[src/rtl/i2ct_params.svh]
// constants for the i2c target read engine
`ifndef I2CT_PARAMS_SVH
`define I2CT_PARAMS_SVH
`define SYS_CLK_PERIOD_NS 25
`define STRETCH_LIMIT_NS 5000000
`define REG_CTRL 8'h00
`define REG_STATUS 8'h04
`define REG_RXDATA 8'h08
`define REG_TXDATA 8'h0c
`define REG_CWORD 8'h10
`define REG_ADDR2 8'h14
`define CTRL_RST 8'h00
`define CRC_INIT 8'hff
`define CRC_POLY 8'h07
`define ADDR2_STEP 12'h002
`define CW_DIR_BIT 23
`define CW_CRC_BIT 22
`define CW_LEN_HI 21
`define CW_LEN_LO 20
`define CW_OFF_HI 11
`define LEN_16 2'b00
`define LEN_32 2'b01
`define LEN_64 2'b10
`define LEN_16_BYTES 4'h2
`define LEN_32_BYTES 4'h4
`define LEN_64_BYTES 4'h8
`define CW_BYTES 4'h3
`define ST_START_BIT 0
`define ST_WR_DONE_BIT 4
`define ST_WR_BAD_BIT 5
`define ST_TIMEOUT_BIT 6
`endif

[src/rtl/i2ct_pkg.sv]
// types shared by the i2c target read engine
package i2ct_pkg;
	typedef enum logic [2:0] {st_idle, st_addr, st_rx, st_ack, st_tx, st_mack, st_ignore} state_t;
	typedef struct packed {
		logic scl;
		logic sda;
	} bus_lines_t;
	typedef struct packed {
		logic [19:0] zero;
		logic [3:0] byte_idx;
		logic read_phase;
		logic timeout;
		logic wr_bad;
		logic wr_done;
		logic tx_full;
		logic tx_need;
		logic rx_full;
		logic start_pend;
	} status_t;
endpackage : i2ct_pkg

[src/rtl/i2c_target_read_crc_stretch.sv]
// i2c target read engine with crc, clock stretching and ahb-lite registers
//
// Register access over AHB-Lite and the address map were chosen for this implementation.
`timescale 1ns/1ps
`include "i2ct_params.svh"
// How it works
// [RQ1] Controller opens every read with start.
// [RQ2] First byte: own id, direction bit 0.
// [RQ3] Foreign id: ignore transaction, no acknowledge.
// [RQ4] Control word bytes, bit 23 set, acknowledged.
// [RQ5] Restart, id with read bit, acknowledged.
// [RQ6] 16/32-bit reads return addressed location, LSB first.
// [RQ7] Length code sets data byte count.
// [RQ8] 64-bit read: two words, second at +2.
// [RQ9] Controller acknowledges each returned byte.
// [RQ10] Check enable appends one crc byte.
// [RQ11] Read crc covers both ids, control, data.
// [RQ12] Crc-8, polynomial 0x07, seed 0xff.
// [RQ13] Write crc covers id, control, data.
// [RQ14] Write with wrong crc is discarded.
// [RQ15] Id match: stretch until start handled.
// [RQ16] Start behind unread byte: stretch for both.
// [RQ17] Second byte while holding full: stretch.
// [RQ18] Empty transmit buffer: stretch until filled.
// [RQ19] Stretching gives up after 5 ms.
// [RQ20] Control word MSB first, data LSB first.
// [RQ21] Controller ends each read with stop.
// [RQ22] Length 00/01/10 = 16/32/64 bits, 11 reserved.
// [RQ23] Control: direction, check, length, section, page, offset.
// [RQ24] Low 12 bits address the location.
// [RQ25] Timeout abandons transaction until next start.
module i2c_target_read_crc_stretch #(
	parameter int STRETCH_CYCLES = `STRETCH_LIMIT_NS / `SYS_CLK_PERIOD_NS
) (
	input wire logic sys_clk,
	input wire logic srst,
	input wire logic hsel,
	input wire logic [31:0] haddr,
	input wire logic [1:0] htrans,
	input wire logic hwrite,
	input wire logic [2:0] hsize,
	input wire logic [31:0] hwdata,
	input wire logic hready,
	output logic hreadyout,
	output logic [31:0] hrdata,
	output logic hresp,
	input wire logic scl_in,
	output logic scl_out,
	output logic scl_oe,
	input wire logic sda_in,
	output logic sda_out,
	output logic sda_oe
);
	localparam int CNT_W = $clog2(STRETCH_CYCLES + 1);
	i2ct_pkg::state_t state;
	i2ct_pkg::bus_lines_t pins, lines;
	i2ct_pkg::status_t status;
	logic scl_q, sda_q, scl_rise, scl_fall, start_det, stop_det;
	logic ctrl_en;
	logic [6:0] target_id;
	logic [23:0] cw;
	logic cw_valid, read_phase, addr_ack, ack_ok, mack_ok, loaded, deferred;
	logic start_pend, rx_full, tx_full, wr_active, crc_match;
	logic wr_done, wr_bad, timeout_flag;
	logic [7:0] shreg, rx_data, tx_data, byte_in, crc;
	logic [3:0] bit_cnt, byte_idx, n_data, n_total;
	logic [CNT_W-1:0] stretch_cnt;
	logic byte_done, id_match, rx_accept, crc_byte, crc_now, tx_load, timeout_hit;
	logic crc_init, crc_feed;
	logic [7:0] crc_in;
	logic next_scl_oe, next_sda_oe, wr_eval, wr_good;
	logic dp_valid, dp_write, rd_wait, reg_wr, rx_pop;
	logic [7:0] dp_addr;

	assign pins = '{scl: scl_in, sda: sda_in};
	i2ct_sync #(.WIDTH(2)) u_sync (
		.sys_clk(sys_clk),
		.srst(srst),
		.d_in(pins),
		.q_out(lines)
	);

	// bus edges and conditions from the synchronised lines
	always_ff @(posedge sys_clk) begin
		if (srst) begin
			scl_q <= 1'b1;
			sda_q <= 1'b1;
		end else begin
			scl_q <= lines.scl;
			sda_q <= lines.sda;
		end
	end
	assign scl_rise = lines.scl & ~scl_q;
	assign scl_fall = ~lines.scl & scl_q;
	assign start_det = lines.scl & scl_q & sda_q & ~lines.sda;
	assign stop_det = lines.scl & scl_q & ~sda_q & lines.sda;

	always_comb begin
		case (cw[`CW_LEN_HI:`CW_LEN_LO])
			`LEN_16: n_data = `LEN_16_BYTES; // [RQ22]
			`LEN_32: n_data = `LEN_32_BYTES;
			`LEN_64: n_data = `LEN_64_BYTES; // [RQ8]
			default: n_data = 4'h0;
		endcase
	end
	assign n_total = n_data + {3'h0, cw[`CW_CRC_BIT]}; // [RQ10]

	assign byte_in = {shreg[6:0], lines.sda};
	assign byte_done = scl_rise && bit_cnt == 4'h7
		&& (state == i2ct_pkg::st_addr || state == i2ct_pkg::st_rx);
	assign id_match = ctrl_en && byte_in[7:1] == target_id; // [RQ3]
	// control bytes always taken; write data up to length, plus crc byte when check is set
	assign rx_accept = byte_idx < `CW_BYTES
		|| (!cw[`CW_DIR_BIT] && n_data != 4'h0 && byte_idx < `CW_BYTES + n_total); // [RQ4]
	assign crc_byte = cw[`CW_CRC_BIT] && byte_idx == `CW_BYTES + n_data;
	assign crc_now = byte_idx == n_data;
	assign tx_load = state == i2ct_pkg::st_tx && !loaded && !crc_now && tx_full;
	assign timeout_hit = scl_oe && stretch_cnt == CNT_W'(STRETCH_CYCLES - 1); // [RQ19]

	// crc: seeded by write id, fed by both ids, control and data bytes
	always_comb begin
		crc_init = byte_done && state == i2ct_pkg::st_addr && id_match && !byte_in[0]; // [RQ12]
		crc_feed = 1'b0;
		crc_in = byte_in;
		if (byte_done && state == i2ct_pkg::st_addr) begin
			crc_feed = id_match && (!byte_in[0] || cw_valid); // [RQ11]
		end else if (byte_done) begin
			crc_feed = rx_accept && !crc_byte; // [RQ13]
		end else if (tx_load) begin
			crc_feed = 1'b1; // [RQ11]
			crc_in = tx_data;
		end
	end
	i2ct_crc8 u_crc (
		.sys_clk(sys_clk),
		.srst(srst),
		.init(crc_init),
		.valid(crc_feed),
		.data(crc_in),
		.crc(crc)
	);

	// bus sequencing
	always_ff @(posedge sys_clk) begin
		if (srst) begin
			state <= i2ct_pkg::st_idle;
			bit_cnt <= 4'h0;
		end else if (timeout_hit) begin
			state <= i2ct_pkg::st_ignore; // [RQ25]
		end else if (start_det) begin
			state <= i2ct_pkg::st_addr; // [RQ1]
			bit_cnt <= 4'h0;
		end else if (stop_det) begin
			state <= i2ct_pkg::st_idle; // [RQ21]
		end else begin
			case (state)
				i2ct_pkg::st_addr, i2ct_pkg::st_rx: begin
					if (scl_rise) begin
						bit_cnt <= bit_cnt + 4'h1;
					end
					if (scl_fall && bit_cnt == 4'h8) begin
						state <= ack_ok ? i2ct_pkg::st_ack : i2ct_pkg::st_ignore; // [RQ3]
					end
				end
				i2ct_pkg::st_ack: begin
					if (scl_fall) begin
						state <= read_phase ? i2ct_pkg::st_tx : i2ct_pkg::st_rx;
						bit_cnt <= 4'h0;
					end
				end
				i2ct_pkg::st_tx: begin
					if (scl_fall && loaded) begin
						bit_cnt <= bit_cnt + 4'h1;
						if (bit_cnt == 4'h7) begin
							state <= i2ct_pkg::st_mack;
						end
					end
				end
				i2ct_pkg::st_mack: begin
					if (scl_fall) begin
						bit_cnt <= 4'h0;
						if (mack_ok && byte_idx < n_total) begin
							state <= i2ct_pkg::st_tx; // [RQ9]
						end else begin
							state <= i2ct_pkg::st_ignore; // [RQ7]
						end
					end
				end
				i2ct_pkg::st_idle, i2ct_pkg::st_ignore: begin
					bit_cnt <= 4'h0;
				end
				default: begin
					state <= i2ct_pkg::st_idle;
				end
			endcase
		end
	end

	// shift register; transmit bytes leave msb first
	always_ff @(posedge sys_clk) begin
		if (srst) begin
			shreg <= 8'h00;
			loaded <= 1'b0;
		end else if (state != i2ct_pkg::st_tx) begin
			loaded <= 1'b0;
			if (scl_rise && (state == i2ct_pkg::st_addr || state == i2ct_pkg::st_rx)) begin
				shreg <= byte_in;
			end
		end else if (!loaded) begin
			if (crc_now) begin
				shreg <= crc; // [RQ10]
				loaded <= 1'b1;
			end else if (tx_full) begin
				shreg <= tx_data; // [RQ6]
				loaded <= 1'b1;
			end
		end else if (scl_fall) begin
			shreg <= {shreg[6:0], 1'b0};
		end
	end

	// transaction tracking
	always_ff @(posedge sys_clk) begin
		if (srst) begin
			cw <= 24'h000000;
			cw_valid <= 1'b0;
			read_phase <= 1'b0;
			addr_ack <= 1'b0;
			ack_ok <= 1'b0;
			mack_ok <= 1'b0;
			byte_idx <= 4'h0;
			start_pend <= 1'b0;
			wr_active <= 1'b0;
			crc_match <= 1'b0;
		end else if (timeout_hit) begin
			start_pend <= 1'b0; // [RQ25]
			wr_active <= 1'b0;
		end else begin
			if (start_det || stop_det) begin
				wr_active <= 1'b0;
			end
			if (reg_wr && dp_addr == `REG_STATUS && hwdata[`ST_START_BIT]) begin
				start_pend <= 1'b0;
			end
			if (byte_done && state == i2ct_pkg::st_addr) begin
				addr_ack <= 1'b1;
				byte_idx <= 4'h0;
				read_phase <= byte_in[0];
				ack_ok <= id_match && (!byte_in[0] || cw_valid); // [RQ2] [RQ5]
				if (id_match && (!byte_in[0] || cw_valid)) begin
					start_pend <= 1'b1; // [RQ15]
				end
				if (id_match && !byte_in[0]) begin
					cw_valid <= 1'b0;
				end
			end else if (byte_done) begin
				addr_ack <= 1'b0;
				ack_ok <= rx_accept;
				if (rx_accept) begin
					byte_idx <= byte_idx + 4'h1;
				end
				if (byte_idx < `CW_BYTES) begin
					cw <= {cw[15:0], byte_in}; // [RQ20] [RQ23]
				end
				if (byte_idx == 4'h2) begin
					cw_valid <= cw[15];
					wr_active <= !cw[15];
				end
				if (crc_byte) begin
					crc_match <= byte_in == crc; // [RQ14]
				end
			end
			if (state == i2ct_pkg::st_mack && scl_rise) begin
				mack_ok <= !lines.sda;
				byte_idx <= byte_idx + 4'h1;
			end
		end
	end

	// receive holding register; a second byte waits in the shifter
	always_ff @(posedge sys_clk) begin
		if (srst) begin
			rx_full <= 1'b0;
			rx_data <= 8'h00;
			deferred <= 1'b0;
		end else begin
			if (rx_pop) begin
				rx_full <= 1'b0;
			end
			if (timeout_hit) begin
				deferred <= 1'b0;
			end else if (byte_done && state == i2ct_pkg::st_rx && rx_accept) begin
				if (rx_full && !rx_pop) begin
					deferred <= 1'b1; // [RQ17]
				end else begin
					rx_data <= byte_in;
					rx_full <= 1'b1;
				end
			end else if (deferred && (!rx_full || rx_pop)) begin
				rx_data <= shreg;
				rx_full <= 1'b1;
				deferred <= 1'b0;
			end
		end
	end

	// transmit holding register; a new write wins over a load
	always_ff @(posedge sys_clk) begin
		if (srst) begin
			tx_full <= 1'b0;
			tx_data <= 8'h00;
		end else if (reg_wr && dp_addr == `REG_TXDATA) begin
			tx_full <= 1'b1;
			tx_data <= hwdata[7:0];
		end else if (tx_load || timeout_hit) begin
			tx_full <= 1'b0;
		end
	end

	// write outcome and sticky flags; hardware set wins over clear
	assign wr_eval = wr_active && (start_det || stop_det);
	assign wr_good = byte_idx == `CW_BYTES + n_total && (!cw[`CW_CRC_BIT] || crc_match);
	always_ff @(posedge sys_clk) begin
		if (srst) begin
			wr_done <= 1'b0;
			wr_bad <= 1'b0;
			timeout_flag <= 1'b0;
		end else begin
			if (reg_wr && dp_addr == `REG_STATUS) begin
				wr_done <= wr_done & ~hwdata[`ST_WR_DONE_BIT];
				wr_bad <= wr_bad & ~hwdata[`ST_WR_BAD_BIT];
				timeout_flag <= timeout_flag & ~hwdata[`ST_TIMEOUT_BIT];
			end
			if (wr_eval && wr_good) begin
				wr_done <= 1'b1;
			end
			if (wr_eval && !wr_good) begin
				wr_bad <= 1'b1; // [RQ14]
			end
			if (timeout_hit) begin
				timeout_flag <= 1'b1;
			end
		end
	end

	// line drivers
	always_comb begin
		next_scl_oe = !timeout_hit && ((state == i2ct_pkg::st_ack
			&& (deferred || (addr_ack && (start_pend || rx_full)))) // [RQ15] [RQ16] [RQ17]
			|| (state == i2ct_pkg::st_tx && !loaded)); // [RQ18]
		next_sda_oe = !timeout_hit && ((state == i2ct_pkg::st_ack && ack_ok)
			|| (state == i2ct_pkg::st_tx && loaded && !shreg[7]));
	end
	always_ff @(posedge sys_clk) begin
		if (srst) begin
			scl_oe <= 1'b0;
			sda_oe <= 1'b0;
			stretch_cnt <= '0;
		end else begin
			scl_oe <= next_scl_oe;
			sda_oe <= next_sda_oe;
			stretch_cnt <= scl_oe ? stretch_cnt + CNT_W'(1) : '0; // [RQ19]
		end
	end
	assign scl_out = 1'b0;
	assign sda_out = 1'b0;

	// ahb-lite slave: writes zero-wait, reads one wait state
	assign hresp = 1'b0;
	assign hreadyout = !(dp_valid && !dp_write && !rd_wait);
	assign reg_wr = dp_valid && dp_write;
	assign rx_pop = dp_valid && !dp_write && !rd_wait && dp_addr == `REG_RXDATA;
	always_ff @(posedge sys_clk) begin
		if (srst) begin
			dp_valid <= 1'b0;
			dp_write <= 1'b0;
			dp_addr <= 8'h00;
		end else if (hready) begin
			dp_valid <= hsel && htrans[1];
			dp_write <= hwrite;
			dp_addr <= haddr[7:0];
		end
	end
	always_ff @(posedge sys_clk) begin
		if (srst) begin
			ctrl_en <= 1'(`CTRL_RST & 8'h01);
			target_id <= 7'h00;
		end else if (reg_wr && dp_addr == `REG_CTRL) begin
			ctrl_en <= hwdata[0];
			target_id <= hwdata[7:1];
		end
	end
	always_comb begin
		status = '0;
		status.start_pend = start_pend;
		status.rx_full = rx_full;
		status.tx_need = state == i2ct_pkg::st_tx && !loaded && !crc_now && !tx_full;
		status.tx_full = tx_full;
		status.wr_done = wr_done;
		status.wr_bad = wr_bad;
		status.timeout = timeout_flag;
		status.read_phase = read_phase;
		status.byte_idx = byte_idx;
	end
	always_ff @(posedge sys_clk) begin
		if (srst) begin
			rd_wait <= 1'b0;
			hrdata <= 32'h00000000;
		end else if (dp_valid && !dp_write && !rd_wait) begin
			rd_wait <= 1'b1;
			case (dp_addr)
				`REG_CTRL: hrdata <= {24'h000000, target_id, ctrl_en};
				`REG_STATUS: hrdata <= status;
				`REG_RXDATA: hrdata <= {24'h000000, rx_data};
				`REG_CWORD: hrdata <= {7'h00, cw_valid, cw};
				`REG_ADDR2: hrdata <= {20'h00000, cw[`CW_OFF_HI:0] + `ADDR2_STEP}; // [RQ8] [RQ24]
				default: hrdata <= 32'h00000000;
			endcase
		end else begin
			rd_wait <= 1'b0;
		end
	end
endmodule : i2c_target_read_crc_stretch

[src/rtl/i2ct_sync.sv]
// two-flop synchroniser, one per bit
`timescale 1ns/1ps
module i2ct_sync #(
	parameter int WIDTH = 2
) (
	input wire logic sys_clk,
	input wire logic srst,
	input wire logic [WIDTH-1:0] d_in,
	output logic [WIDTH-1:0] q_out
);
	logic [WIDTH-1:0] meta;
	for (genvar i = 0; i < WIDTH; i++) begin : g_bit
		always_ff @(posedge sys_clk) begin
			if (srst) begin
				meta[i] <= 1'b1;
				q_out[i] <= 1'b1;
			end else begin
				meta[i] <= d_in[i];
				q_out[i] <= meta[i];
			end
		end
	end
endmodule : i2ct_sync

[src/rtl/i2ct_crc8.sv]
// byte-wide crc-8 engine
`timescale 1ns/1ps
`include "i2ct_params.svh"
module i2ct_crc8 (
	input wire logic sys_clk,
	input wire logic srst,
	input wire logic init,
	input wire logic valid,
	input wire logic [7:0] data,
	output logic [7:0] crc
);
	logic [7:0] next_crc;
	always_comb begin
		next_crc = (init ? `CRC_INIT : crc) ^ data;
		for (int i = 0; i < 8; i++) begin
			next_crc = next_crc[7] ? ({next_crc[6:0], 1'b0} ^ `CRC_POLY) : {next_crc[6:0], 1'b0};
		end
	end
	always_ff @(posedge sys_clk) begin
		if (srst) begin
			crc <= `CRC_INIT;
		end else if (valid) begin
			crc <= next_crc;
		end else if (init) begin
			crc <= `CRC_INIT;
		end
	end
endmodule : i2ct_crc8

[config.mk]
export PLATFORM = sky130hd
export DESIGN_NAME = i2c_target_read_crc_stretch
export DESIGN_NICKNAME = d
export VERILOG_FILES = /design/src/rtl/i2ct_pkg.sv /design/src/rtl/i2c_target_read_crc_stretch.sv /design/src/rtl/i2ct_sync.sv /design/src/rtl/i2ct_crc8.sv
export VERILOG_INCLUDE_DIRS = /design/src /design/src/rtl
export SDC_FILE = /design/constraint.sdc
export NUM_CORES = 1
export LEC_CHECK = 0
export BUFFER_PORTS_ARGS = -buffer_cell sky130_fd_sc_hd__buf_2
export CAP_MARGIN = 20
export CORE_ASPECT_RATIO = 0.75
export CORE_UTILIZATION = 45
export CTS_BUF_LIST = sky130_fd_sc_hd__clkbuf_8
export CTS_CLUSTER_DIAMETER = 80
export DETAILED_ROUTE_END_ITERATION = 8
export PLACE_DENSITY = 0.65
export RECOVER_POWER = 50
export SLEW_MARGIN = 15
export SYNTH_ARGS = -nofsm -noshare
export SYNTH_HDL_FRONTEND = slang
export SYNTH_SLANG_ARGS = --single-unit
[constraint.sdc]
create_clock -name sys_clk -period 5.7 [get_ports sys_clk]
set_input_delay 0 -clock sys_clk [delete_from_list [all_inputs] [get_ports sys_clk]]
set_output_delay 0 -clock sys_clk [all_outputs]
set_load 0.005 [all_outputs]
After elaboration in Yosys (flattened, before gate mapping)
Index checks and enable logic that the tools add are counted.
{"block": "op_classes", "bitwise_logic": 29, "n_eq_ne": 44, "addsub": 7, "n_reduce_logical": 107, "order_cmp": 3, "n_mux": 84}
{"cell": "$pmux 25 s5", "count": 1}
{"cell": "$mux 8", "count": 14}
{"cell": "$mux 3", "count": 18}
{"cell": "$logic_and 1x1->1", "count": 46}
{"cell": "$mux 1", "count": 38}
{"cell": "$mux 4", "count": 9}
{"cell": "$ne 5x5->1 const B", "count": 5}
{"cell": "$ne 4x4->1 const B", "count": 6}
{"cell": "$not 3->3", "count": 8}
{"cell": "$add 18x1->18 const B", "count": 1}
{"cell": "$eq 18x18->1 const B", "count": 1}
{"cell": "$reduce_and 6->1", "count": 3}
{"cell": "$eq 8x4->1 const B", "count": 2}
{"cell": "$eq 8x5->1 const B", "count": 2}
{"cell": "$logic_not 1->1", "count": 16}
{"cell": "$pmux 4 s4", "count": 1}
{"cell": "$pmux 3 s5", "count": 1}
{"cell": "$reduce_bool 2->1", "count": 7}
{"cell": "$add 12x2->12 const B", "count": 1}
{"cell": "$eq 4x4->1", "count": 3}
{"cell": "$ne 3x3->1 const B", "count": 4}
{"cell": "$pmux 4 s3", "count": 1}
{"cell": "$reduce_and 4->1", "count": 3}
{"cell": "$reduce_or 2->1", "count": 6}
{"cell": "other kinds (33)", "count": 77}
{"block": "word_totals", "out_inout_bits": 38, "ff_bits": 159}

Logic depth before layout (Yosys ltp)
Gate-level depths: netlist (run 1).
{"block": "logic_depth", "depth_word": 27, "ltp_mapped": 13, "ltp_nobuf": 11}

By module
From an unflattened synthesis (run 1), not the netlist that was laid out.
{"block": "hier_totals", "cells_unflattened": 916, "hier_area_um2": 7881.3}
{"module": "i2c_target_read_crc_stretch", "n_inst": 1, "seq_area_each_um2": 2802.7, "area_each_um2": 7115.6, "cells_each": 838}
{"module": "i2ct_crc8", "n_inst": 1, "seq_area_each_um2": 160.2, "area_each_um2": 660.6, "cells_each": 70}
{"module": "i2ct_sync", "n_inst": 1, "seq_area_each_um2": 80.1, "area_each_um2": 105.1, "cells_each": 8}

Worst setup path before layout (run 1)
No wires, ideal clock.
{"block": "synth_timing", "kind": "register -> register", "from": "reg cw[20]", "to": "reg rx_data[7]", "setup_slack_ns": 2.978, "stages_incl_launch_ff": 12, "arrival_time_ns": 2.588, "setup_ns": 0.134, "cell_sequence": "dfxtp_1 -> or2_2 -> ha_1 -> ha_1 -> nor2b_1 -> o21a_1 -> o21ai_0 -> a21oi_1 -> clkbuf_1 -> nor2_1 -> mux2i_1 -> a211oi_1"}
{"block": "synth_between", "elab_chain_len": 10}
{"element": "from (decl)", "line": "i2c_target_read_crc_stretch.sv:61", "rtl": "logic [23:0] cw;"}
{"element": "from (signal assigned)", "line": "i2c_target_read_crc_stretch.sv:263", "rtl": "cw <= {cw[15:0], byte_in};"}
{"element": "$eq 2x2->1 (tied with other cells)", "line": "i2c_target_read_crc_stretch.sv:99", "rtl": "case (cw[`CW_LEN_HI:`CW_LEN_LO])"}
{"element": "$pmux 4 s3 *", "line": "i2c_target_read_crc_stretch.sv:99"}
{"element": "$add 4x1->4", "line": "i2c_target_read_crc_stretch.sv:106", "rtl": "assign n_total = n_data + {3'h0, cw[`CW_CRC_BIT]};"}
{"element": "$add 2x4->4 (no source line)"}
{"element": "$lt 4x4->1", "line": "i2c_target_read_crc_stretch.sv:114", "rtl": "|| (!cw[`CW_DIR_BIT] && n_data != 4'h0 && byte_idx < `CW_BYTES + n_total);"}
{"element": "$logic_and 1x1->1 *", "line": "i2c_target_read_crc_stretch.sv:114"}
{"element": "$logic_or 1x1->1 *", "line": "i2c_target_read_crc_stretch.sv:113", "rtl": "assign rx_accept = byte_idx < `CW_BYTES"}
{"element": "$logic_and 1x1->1 *", "line": "i2c_target_read_crc_stretch.sv:292", "rtl": "end else if (byte_done && state == i2ct_pkg::st_rx && rx_accept) begin"}
{"element": "$ne 2x2->1 (no source line) / $reduce_bool 2->1 (equally long branches)"}
{"element": "$reduce_and 3->1 (no source line)"}
{"element": "to (signal assigned)", "line": "i2c_target_read_crc_stretch.sv:296", "rtl": "rx_data <= byte_in;"}
{"element": "to (signal assigned)", "line": "i2c_target_read_crc_stretch.sv:300", "rtl": "rx_data <= shreg;"}
{"element": "to (decl)", "line": "i2c_target_read_crc_stretch.sv:65", "rtl": "logic [7:0] shreg, rx_data, tx_data, byte_in, crc;"}
Mark *: on every way between the ends. The rest lies on a longest branch, timed or not.
A chain may end at the register's enable or synchronous reset.

Worst setup path in the final report (run 1)
{"block": "layout_timing", "from": "in srst", "to": "reg hrdata[4]"}
{"element": "from (decl)", "line": "i2c_target_read_crc_stretch.sv:36", "rtl": "input wire logic srst,"}
{"element": "to (signal assigned)", "line": "i2c_target_read_crc_stretch.sv:412", "rtl": "`REG_CTRL: hrdata <= {24'h000000, target_id, ctrl_en};"}
{"element": "to (signal assigned)", "line": "i2c_target_read_crc_stretch.sv:413", "rtl": "`REG_STATUS: hrdata <= status;"}
{"element": "to (signal assigned)", "line": "i2c_target_read_crc_stretch.sv:414", "rtl": "`REG_RXDATA: hrdata <= {24'h000000, rx_data};"}
{"element": "to (decl)", "line": "i2c_target_read_crc_stretch.sv:45", "rtl": "output logic [31:0] hrdata,"}
No word-level cell between the ends.

==> results of run 1 <==
[kinds of logic (layout without fill, tap and decap cells)]
kind of cell    Yosys count  after routing  synth area share (%)
simple gates            350            350                  21.4
compound gates          207            207                  16.5
flops                   152            152                  38.4
buf+inv                  88            139                  4.98
xor+xnor                 81             81                  9.32
mux                      53             53                  6.71
fa+ha+maj                17             17                  2.65
other cells               1             10                0.0473
[per-layer routing]
layer  track usage, %  wire length, um  vias to the layer above
met1             34.8            10500                     3229
met2             33.4             8210                      198
met4             6.86              269                        0
li1                 -                -                     3395
met5                0                0                        -
met3             4.42             1210                       21
[cell usage after synthesis, drive strengths merged (3+ instances only)]
master  number  area, sq um
o22ai        8         50.1
and2         5         31.3
a21oi       79          395
xor2        33          289
or4         10         75.1
a211oi       8         60.1
xnor2       46          403
nand2b      14         87.6
nor2b        4         25.0
ha          16          200
nand4b       3         26.3
nand4       10         62.6
clkbuf      42          158
a211o        7         61.3
inv         20         75.1
buf         26          161
a22oi       18          135
nor3b        4         30.0
and3        11         68.8
o31a         4         35.0
nand3b       6         45.0
dfxtp      152         3040
a311oi       9         96.4
or3          4         30.0
and4         3         26.3
nor3        16          103
mux2i       52          521
o21ai       42          210
nor2       121          459
nand3       19         95.1
o211ai       5         42.5
nand2      107          402
o31ai        5         37.5
a31oi        3         18.8
a32oi        3         26.3
or2          7         43.8
[final cells by class]
| type | instances | share of cell area, % |
|---|---|---|
| multi-input cells | 718 | 50.7 |
| repair buffers | 87 | 6.36 |
| inverters | 20 | 0.842 |
| flip-flops and latches | 152 | 34.1 |
| well taps | 236 | 3.31 |
| clock buffers | 20 | 3.09 |
| clock inverters | 12 | 1.54 |
[worst max-delay path, cell delays in order]
cell and delay (ns):
dlygate4sd3_1 0.52, clkbuf_1 1.15, clkbuf_1 2.64, nor3_1 0.19
[per-stage QoR]
stage	instance area (sq um)	setup WS, ns	total power [mW]	hold WS, ns	util, %
after global routing	8910	1.07	2.12	0.0501	52.3
after global placement	8230	2.06	1.18	0.204	48.3
after floorplan	7950	2.98	1.16	0.104	-
after detailed placement	8230	2.01	1.18	0.208	48.3
after CTS	8950	1.98	2.06	0.0179	52.5
final	8910	1.33	2.05	0.0501	52.3
[where the power goes]
group          internal, mW  switching, mW
Clock                 0.430          0.439
Sequential             1.07         0.0128
Combinational        0.0422         0.0544
[path summary, 6_finish.rpt]
check	slack, ns	cells after the start	to
worst min register to register	0.41	1	u_sync.q_out[1]
worst max-delay path	1.33	4	hrdata[4]
worst min-delay path	0.05	3	dp_valid
worst max register to register	1.96	10	rx_data[6]
[state kept, by name, summed over array words and instances, names as in the netlist, 2 cells and up]
name / count
hrdata: 25
cw: 24
stretch_cnt: 18
dp_addr: 8
rx_data: 8
shreg: 8
tx_data: 8
u_crc.crc: 8
target_id: 7
bit_cnt: 4
byte_idx: 4
state: 3
u_sync.meta: 2
u_sync.q_out: 2
[timing repair]
| action | CTS | global route |
|---|---|---|
| setup endpoints to repair | 0 | 0 |
| hold endpoints to repair | 63 | 0 |
| hold buffers | 31 | 0 |
==> reports/metrics.yaml, run 1 <==
grt_max_degree: 83
num-fill-cells: 1639
area_delta_synth_final_pct: 12.5
multi_input_area_sq_um: 4520
start_util_pct: 46.5
vias: 6843
violations: "max-capacitance violations, max-slew violations"
drtIter0Drc: 598
clock_skew_ns: 0.0108
drive_above_1_share_pct: 7.93
ys_seq_area_share_pct: 38.4
antenna_cells: 0
hp-class: "input pin to register"
fp.coreArea_sq_um: 17000
setup_viol: 0
overflow: 0
synth_ff_type: "dfxtp_1"
synthDistinctLibCells: 66
htreeDepth: 4
timing.setup.tns_ns: 0
run_status: "complete, but fails checks"
post_drt_wl_per_cell_um: 16.2
cts_tree: "built"
insertion_delay_ns: 0.46
cts_setup_buffers: 0
clock_sinks: 152
cts-resized-gates: 0
io_pins: 114
ant_nets: 0
maxCapViolations: 2
syn_inst: 949
critPathRequiredTime_ns: 5.89
fin_crit_ns: 4.37
regArea_sq_um: 3040
nNetsFinal: 1088
synth_edf_count: 0
cts_made_buffers: 17
crit_path_max_fanout: 82
dp_cells: 1182
die_h_um: 117
wirelength_um: 20200
grt_pass1_wl_um: 32700
clkTransAtPathRegs_ns: 0.08
die_w_um: 155
grt_pass1_vias: 6123
ctsLongestPathBuffers: 2
layoutNonFillerInstCount: 1245
pwr_density_cell_nw_per_um2: 230
worstSetupEndpointType: "register"
clock.fmax_mhz: 229
most-common-layout-cells: "dfxtp_1, nor2_1, nand2_1, a21oi_1, mux2i_1"
hpwl_um: 13800
syn_avg_cell_area_sq_um: 8.35
synth_seq_cells: 152
arrival_ns: 4.56
final_common_cell: "dfxtp_1"
routabilityCongestion: 0.841
via_per_inst: 5.50
startpoint_type: "input pin"
timing.critical_path.from: "srst"
clockRootBuffer: "clkbuf_8"
max-vdd-ir-drop_mv: 0.136
drt_pass1_iterations: 5
drv_slew: 118
holdCritStartpoint: "hready"
fin_crit_sh_pct: 76.6
drc_errors: 0
dieArea_sq_um: 18100
grt_usage_pct: 23.2
power.leakage_nw: 3.14
ys_warn_count: 0
relSlewSlack_pct: -144
path_class: "input pin to register"
reg2reg_from: "cw[20]"
synthArstFlopShare_pct: 0
hold_violations: 0
rsz0062_at_grt: "no"
antenna_found_initial: 0
rows: 41
synth_area_sq_um: 7920
io_buffers: 51
tightest_slew_ns: 3.65
(Power assumes the default switching activity.)
==> inputs of run 2 (changes only) <==
--- a/config.mk
+++ b/config.mk
@@ -13,7 +13,7 @@
 export CTS_BUF_LIST = sky130_fd_sc_hd__clkbuf_8
 export CTS_CLUSTER_DIAMETER = 80
 export DETAILED_ROUTE_END_ITERATION = 8
-export PLACE_DENSITY = 0.65
+export PLACE_DENSITY = 0.68
 export RECOVER_POWER = 50
 export SLEW_MARGIN = 15
 export SYNTH_ARGS = -nofsm -noshare
==> constraint.sdc (replaced) <==
create_clock -name sys_clk -period 3.9 [get_ports sys_clk]
set_input_delay 0 -clock sys_clk [delete_from_list [all_inputs] [get_ports sys_clk]]
set_output_delay 0 -clock sys_clk [all_outputs]
set_load 0.005 [all_outputs]
==> reports/metrics.yaml, run 2 (synthesized netlist as in run 1, its figures left out) <==
cts_setup_buffers: 0  # unchanged
max-vdd-ir-drop_mv: 0.226  # +67%
crit_path_max_fanout: 13  # -84%
grt_most_used_layer: "met1"
fin_crit_sh_pct: 89.8
drt_pass1_iterations: 6  # +1
crit_slowest_cell: "a21oi_1"
rows: 41  # unchanged
largest_reg_flops: 25  # unchanged
reg2reg_from: "cw[21]"
relSlewSlack_pct: -37.1  # +110 points
cp_common_cell: "ha_1"
start_util_pct: 46.5  # unchanged
drive_above_1_share_pct: 8.82  # +0.89 points
clock.fmax_mhz: 286
path_class: "register to register"
antenna_found_initial: 0  # unchanged
die_w_um: 155  # unchanged
place_ws_ns: 0.489  # -1.52 ns
crit_family: "compound AO/OA/AOI/OAI gates"
hp-class: "input pin to register"
num-fill-cells: 1632  # -0.43%
fp.coreArea_sq_um: 17000  # unchanged
top_register: "hrdata"
grt_max_degree: 98  # +18%
clock_sinks: 152  # unchanged
worst_path_largest_cell_delay_ns: 0.84  # -1.80 ns
critPathRequiredTime_ns: 4.22  # -1.67 ns
ctsLongestPathBuffers: 2  # unchanged
worstSetupEndpointType: "register"
startpoint_type: "register"
grt_util_met1_pct: 34.4  # -0.36 points
power.leakage_nw: 3.19  # +1.5%
path_buf_inv: 1  # -2
fin_crit_ns: 3.50
htreeDepth: 4  # unchanged
drtIter0Drc: 714  # +19%
die_h_um: 117  # unchanged
clock_skew_ns: 0.0139  # +0.00313 ns
run_status: "complete, but fails checks"
grt_pass1_vias: 6133  # +0.16%
drc_errors: 0  # unchanged
maxCapViolations: 1  # -1
cts_hold_buf: 31  # unchanged
dieArea_sq_um: 18100  # unchanged
wirelength_um: 20100  # -0.54%
clockRootBuffer: "clkbuf_8"
timing.critical_path.from: "cw[21]"
hold_violations: 0  # unchanged
cts-resized-gates: 0  # unchanged
antenna_cells: 0  # unchanged
timing.setup.tns_ns: 0  # unchanged
via_per_inst: 5.51  # +0.30%
whs_ns: 0.0642  # +0.0141 ns
most-common-layout-cells: "dfxtp_1, nor2_1, nand2_1, a21oi_1, mux2i_1"
final_common_cell: "dfxtp_1"
largest_registers: "hrdata: 25 flops, cw: 24 flops, stretch_cnt: 18 flops"
placedInstanceArea_sq_um: 8310  # +1.0%
grt_util_met2_pct: 32.7  # -0.66 points
io_buffers: 51  # unchanged
arrival_ns: 3.82  # -0.74 ns
post_drt_wl_per_cell_um: 16.0  # -1.4%
insertion_delay_ns: 0.45  # about the same
final_area_sq_um: 8970  # +0.59%
hpwl_um: 13900  # +0.53%
routabilityCongestion: 0.867  # +3.1%
met3_usage_pct: 4.42  # unchanged
grt_pass1_wl_um: 32200  # -1.4%
nNetsFinal: 1099  # +1.0%
rsz0062_at_grt: "no"
r2r_setup_slack_ns: 0.40  # -1.56 ns
drv_slew: 98  # -17%
violations: "max-capacitance violations, max-slew violations"
setup_viol: 0  # unchanged
holdCritStartpoint: "hready"
overflow: 0  # unchanged
io_pins: 114  # unchanged
grt_usage_pct: 22.7  # -0.46 points
area_delta_synth_final_pct: 13.2
vias: 6924  # +1.2%
setup_ws_ns: 0.398  # -0.934 ns
ant_nets: 0  # unchanged
pwr_density_cell_nw_per_um2: 326  # +42%
cts_tree: "built"
cts_made_buffers: 17  # unchanged
tightest_slew_ns: 2.06  # -1.60 ns
clkTransAtPathRegs_ns: 0.09  # about the same
crit_chain: "or2_2 -> ha_1 -> ha_1 -> nor2b_1 -> o21a_1 -> o21ai_0 -> a21oi_1 -> o21bai_1 -> buf_4 -> and2_1 -> a311oi_1"
-- run 2: final timing paths --
path                                   endpoint  depth (start not counted)
worst max-delay path                 rx_data[6]                         11
worst min-delay path                   dp_valid                          3
worst max register to register       rx_data[6]                         11
worst min register to register  u_sync.q_out[1]                          1
-- run 2: per-stage QoR --
| step | util (%) | std cells | power [mW] |
|---|---|---|---|
| finish | 52.6 | 1256 | 2.92 |
| detailed placement | 48.8 | 1193 | 1.73 |
| global route | 52.6 | 1256 | 3.03 |
| global placement | 48.8 | 1193 | 1.73 |
| CTS | 52.9 | 1256 | 2.95 |
| floorplan | - | 958 | 1.70 |
-- run 2: layer usage --
| layer | vias up | share of wire, % | wire length (um) |
|---|---|---|---|
| met4 | 0 | 0.66 | 132 |
| met1 | 3261 | 51 | 10300 |
| li1 | 3421 | - | - |
| met3 | 12 | 6.8 | 1360 |
| met5 | - | 0 | 0 |
| met2 | 230 | 41 | 8270 |
-- run 2: power by group --
part / total, mW / leakage, nW / internal [mW] / switching, mW
combinational: 0.143 / 1.76 / 0.0618 / 0.0809
sequential: 1.58 / 1.23 / 1.56 / 0.0189
clock: 1.20 / 0.204 / 0.571 / 0.625
-- run 2: worst register-to-register path, delay by kind of cell, from the launching register on --
family	cells	cell delay, ns
AOI/OAI and AO/OA	5	1.49
adders and majority gates	2	0.58
DFF	1	0.38
buffers and inverters	1	0.22
and+or+nand+nor	3	0.71
-- run 2: cell type report --
class	instances	area [sq um]	share of cell area (%)
multi-input cells	718	4520	50.4
flip-flops and latches	152	3040	33.9
repair buffers	98	651	7.26
well taps	236	295	3.29
clock buffers	17	234	2.61
clock inverters	15	151	1.69
inverters	20	75.1	0.837
==> inputs of run 3 (changes only) <==
--- a/config.mk
+++ b/config.mk
@@ -6,6 +6,7 @@
 export SDC_FILE = /design/constraint.sdc
 export NUM_CORES = 1
 export LEC_CHECK = 0
+export ABC_AREA = 1
 export BUFFER_PORTS_ARGS = -buffer_cell sky130_fd_sc_hd__buf_2
 export CAP_MARGIN = 20
 export CORE_ASPECT_RATIO = 0.75
@@ -15,6 +16,7 @@
 export DETAILED_ROUTE_END_ITERATION = 8
 export PLACE_DENSITY = 0.68
 export RECOVER_POWER = 50
+export SKIP_LAST_GASP = 1
 export SLEW_MARGIN = 15
 export SYNTH_ARGS = -nofsm -noshare
 export SYNTH_HDL_FRONTEND = slang
==> reports/metrics.yaml, run 3 <==
htreeDepth: 4  # unchanged
crit_cells: 5  # -6
ctsLongestPathBuffers: 2  # unchanged
fin_crit_ns: 3.16  # -0.345 ns
clock_sinks: 152  # unchanged
most-common-layout-cells: "nand2_1, nor2_1, dfxtp_1, o21ai_0, inv_1"
path_buf_inv: 4  # +3
pwr_density_cell_nw_per_um2: 388  # +19%
drc_errors: 0  # unchanged
arrival_ns: 3.16  # -0.66 ns
synth_edf_count: 0  # unchanged
min_path_cells: 3  # unchanged
yosysTopAreaCellShare_pct: 37.8  # -0.60 points
synth_area_sq_um: 8050  # +1.6%
ys_seq_area_share_pct: 37.8  # -0.60 points
dieArea_sq_um: 18400  # +1.6%
maxCapViolations: 1  # unchanged
place_ws_ns: 0.960  # +0.471 ns
wirelength_um: 21000  # +4.5%
die_w_um: 156  # +0.78%
antenna_found_initial: 0  # unchanged
top_register: "hrdata"
routabilityCongestion: 0.923  # +6.5%
worst_path_largest_cell_delay_ns: 1.02  # +0.18 ns
nNetsFinal: 1311  # +19%
largest_registers: "hrdata: 25 flops, cw: 24 flops, stretch_cnt: 18 flops"
clkTransAtPathRegs_ns: 0.08  # about the same
antenna_cells: 0  # unchanged
via_per_inst: 5.31  # -3.7%
die_h_um: 118  # +0.77%
overflow: 0  # unchanged
violations: "max-capacitance violations, max-slew violations"
ys_warn_count: 0  # unchanged
cts_made_buffers: 17  # unchanged
drive_above_1_share_pct: 11.9  # +3.1 points
io_buffers: 51  # unchanged
largest_reg_flops: 25  # unchanged
synth_area_leaders: "dfxtp_1, nand2_1, nor2_1, o21ai_0, a21oi_1"
synthArstFlopShare_pct: 0  # unchanged
synth_ff_type: "dfxtp_1"
cp_common_cell: "inv_1"
hold_violations: 0  # unchanged
cts_tree: "built"
run_status: "complete, but fails checks"
fp.coreArea_sq_um: 17100  # +0.60%
clock.fmax_mhz: 317  # +11%
crit_slowest_cell: "clkbuf_1"
max-vdd-ir-drop_mv: 0.208  # -8.1%
clockRootBuffer: "clkbuf_8"
area_delta_synth_final_pct: 12.8
synth_seq_cells: 152  # unchanged
grt_max_degree: 53  # -46%
drt_pass1_iterations: 6  # unchanged
setup_ws_ns: 0.743  # +0.345 ns
synth_most_common_cell: "nand2_1"
tightest_slew_ns: 1.97  # -0.0851 ns
synthDistinctLibCells: 55  # -17%
relSlewSlack_pct: -31.5  # +5.7 points
share_clk_of_total_power_pct: 37.4  # -3.5 points
grt_pass1_wl_um: 34800  # +7.9%
hp-class: "input pin to register"
swShare_pct: 29.3  # +4.5 points
rsz0062_at_grt: "no"
drtIter0Drc: 596  # -17%
sequentialPowerShare_pct: 47.2  # -7.0 points
comb_power_share_pct: 15.4  # +11 points
post_drt_wl_per_cell_um: 14.3  # -10%
rows: 41  # unchanged
num-fill-cells: 1751  # +7.3%
vias: 7784  # +12%
insertion_delay_ns: 0.48  # +0.03 ns
yosysTopAreaCell: "dfxtp_1"
syn_inst: 1158  # +22%
p_total_mw: 3.52  # +21%
power.leakage_nw: 3.84  # +21%
crit_family: "buffers and inverters"
drv_slew: 50  # -49%
setup_viol: 0  # unchanged
fin_crit_sh_pct: 80.9  # -8.8 points
syn_avg_cell_area_sq_um: 6.95  # -17%
startpoint_type: "register"
crit_chain: "inv_1 -> nor3_1 -> clkbuf_1 -> inv_1 -> buf_2"
final_common_cell: "nand2_1"
cts_setup_buffers: 0  # unchanged
hpwl_um: 15100  # +8.7%
path_class: "register to output pin"
start_util_pct: 47.0  # +0.45 points
io_pins: 114  # unchanged
crit_path_max_fanout: 31  # +18
critPathRequiredTime_ns: 3.90  # -0.32 ns
synthTopCellsByCount: "nand2_1, nor2_1, dfxtp_1, o21ai_0, inv_1"
grt_pass1_vias: 7048  # +15%
p_int_mw: 2.49  # +13%
r2r_cells: 8  # -3
grt_usage_pct: 23.8  # +1.1 points
timing.setup.tns_ns: 0  # unchanged
p_switching_mw: 1.03  # +42%
ant_nets: 0  # unchanged
worstSetupEndpointType: "output pin"
clock_skew_ns: 0.0192  # +0.00529 ns
## run 3: worst paths after layout
kind / startpoint / to / slack, ns
max: dp_valid / hreadyout / 0.74
min: hready / dp_addr[5] / 0.03
max reg2reg: dp_valid / hrdata[2] / 0.77
min reg2reg: u_sync.meta[1] / u_sync.q_out[1] / 0.42
## run 3: stage by stage
stage | cell area, sq um | util [%] | cells | hold slack (ns)
after floorplan | 8080 | - | 1167 | 0.104
after global placement | 8420 | 49.1 | 1410 | 0.203
after detailed placement | 8420 | 49.1 | 1410 | 0.203
after CTS | 9100 | 53.1 | 1467 | 0.00335
after global routing | 9070 | 53.0 | 1467 | 0.0609
final | 9070 | 53.0 | 1467 | 0.0306
## run 3: repair_timing
item                                   4_1_cts  5_1_grt
resized for setup                            0        0
hold buffers                                26        0
endpoints found under the hold margin       32        0
## run 3: tightest hold or removal path, cell delays in order
cell and delay, ns:
buf_2 0.12, inv_1 0.18, a21oi_1 0.16
## run 3: metal layers
layer  vias up  track usage (%)  share of wire, %
li1       3899                -                 -
met1      3635             35.7                50
met2       231             34.5                42
met3        19             4.53               6.0
met4         0             6.19               1.1
met5         -                0                 0
## run 3: power by group through the flow
stage	sequential (mW)	clock, mW	combinational (mW)
2_1_floorplan	1.67	0	0.410
3_3_place_gp	1.70	0	0.505
3_5_place_dp	1.70	0	0.512
4_1_cts	1.66	1.34	0.535
5_1_grt	1.67	1.40	0.613
6_report	1.66	1.32	0.542
## run 3: kinds of logic (layout without fill, tap and decap cells)
logic type	Yosys count	in the layout	share of synthesized area (%)
AND/OR/NAND/NOR	527	527	29.2
AO/OA/AOI/OAI	258	258	18.5
buffers and inverters	184	248	9.53
flip-flops	152	152	37.8
XOR/XNOR	20	20	2.46
adder cells (fa/ha/maj)	16	16	2.49
other	1	10	0.0466
## run 3: final cells by class
class	count	area [sq um]	share of cell area, %
Clock buffer	18	248	2.73
Clock inverter	13	178	1.96
Inverter	134	503	5.54
Multi-Input combinational cell	831	4260	47.0
Sequential cell	152	3040	33.5
Tap cell	236	295	3.25
Timing Repair Buffer	83	544	6.00
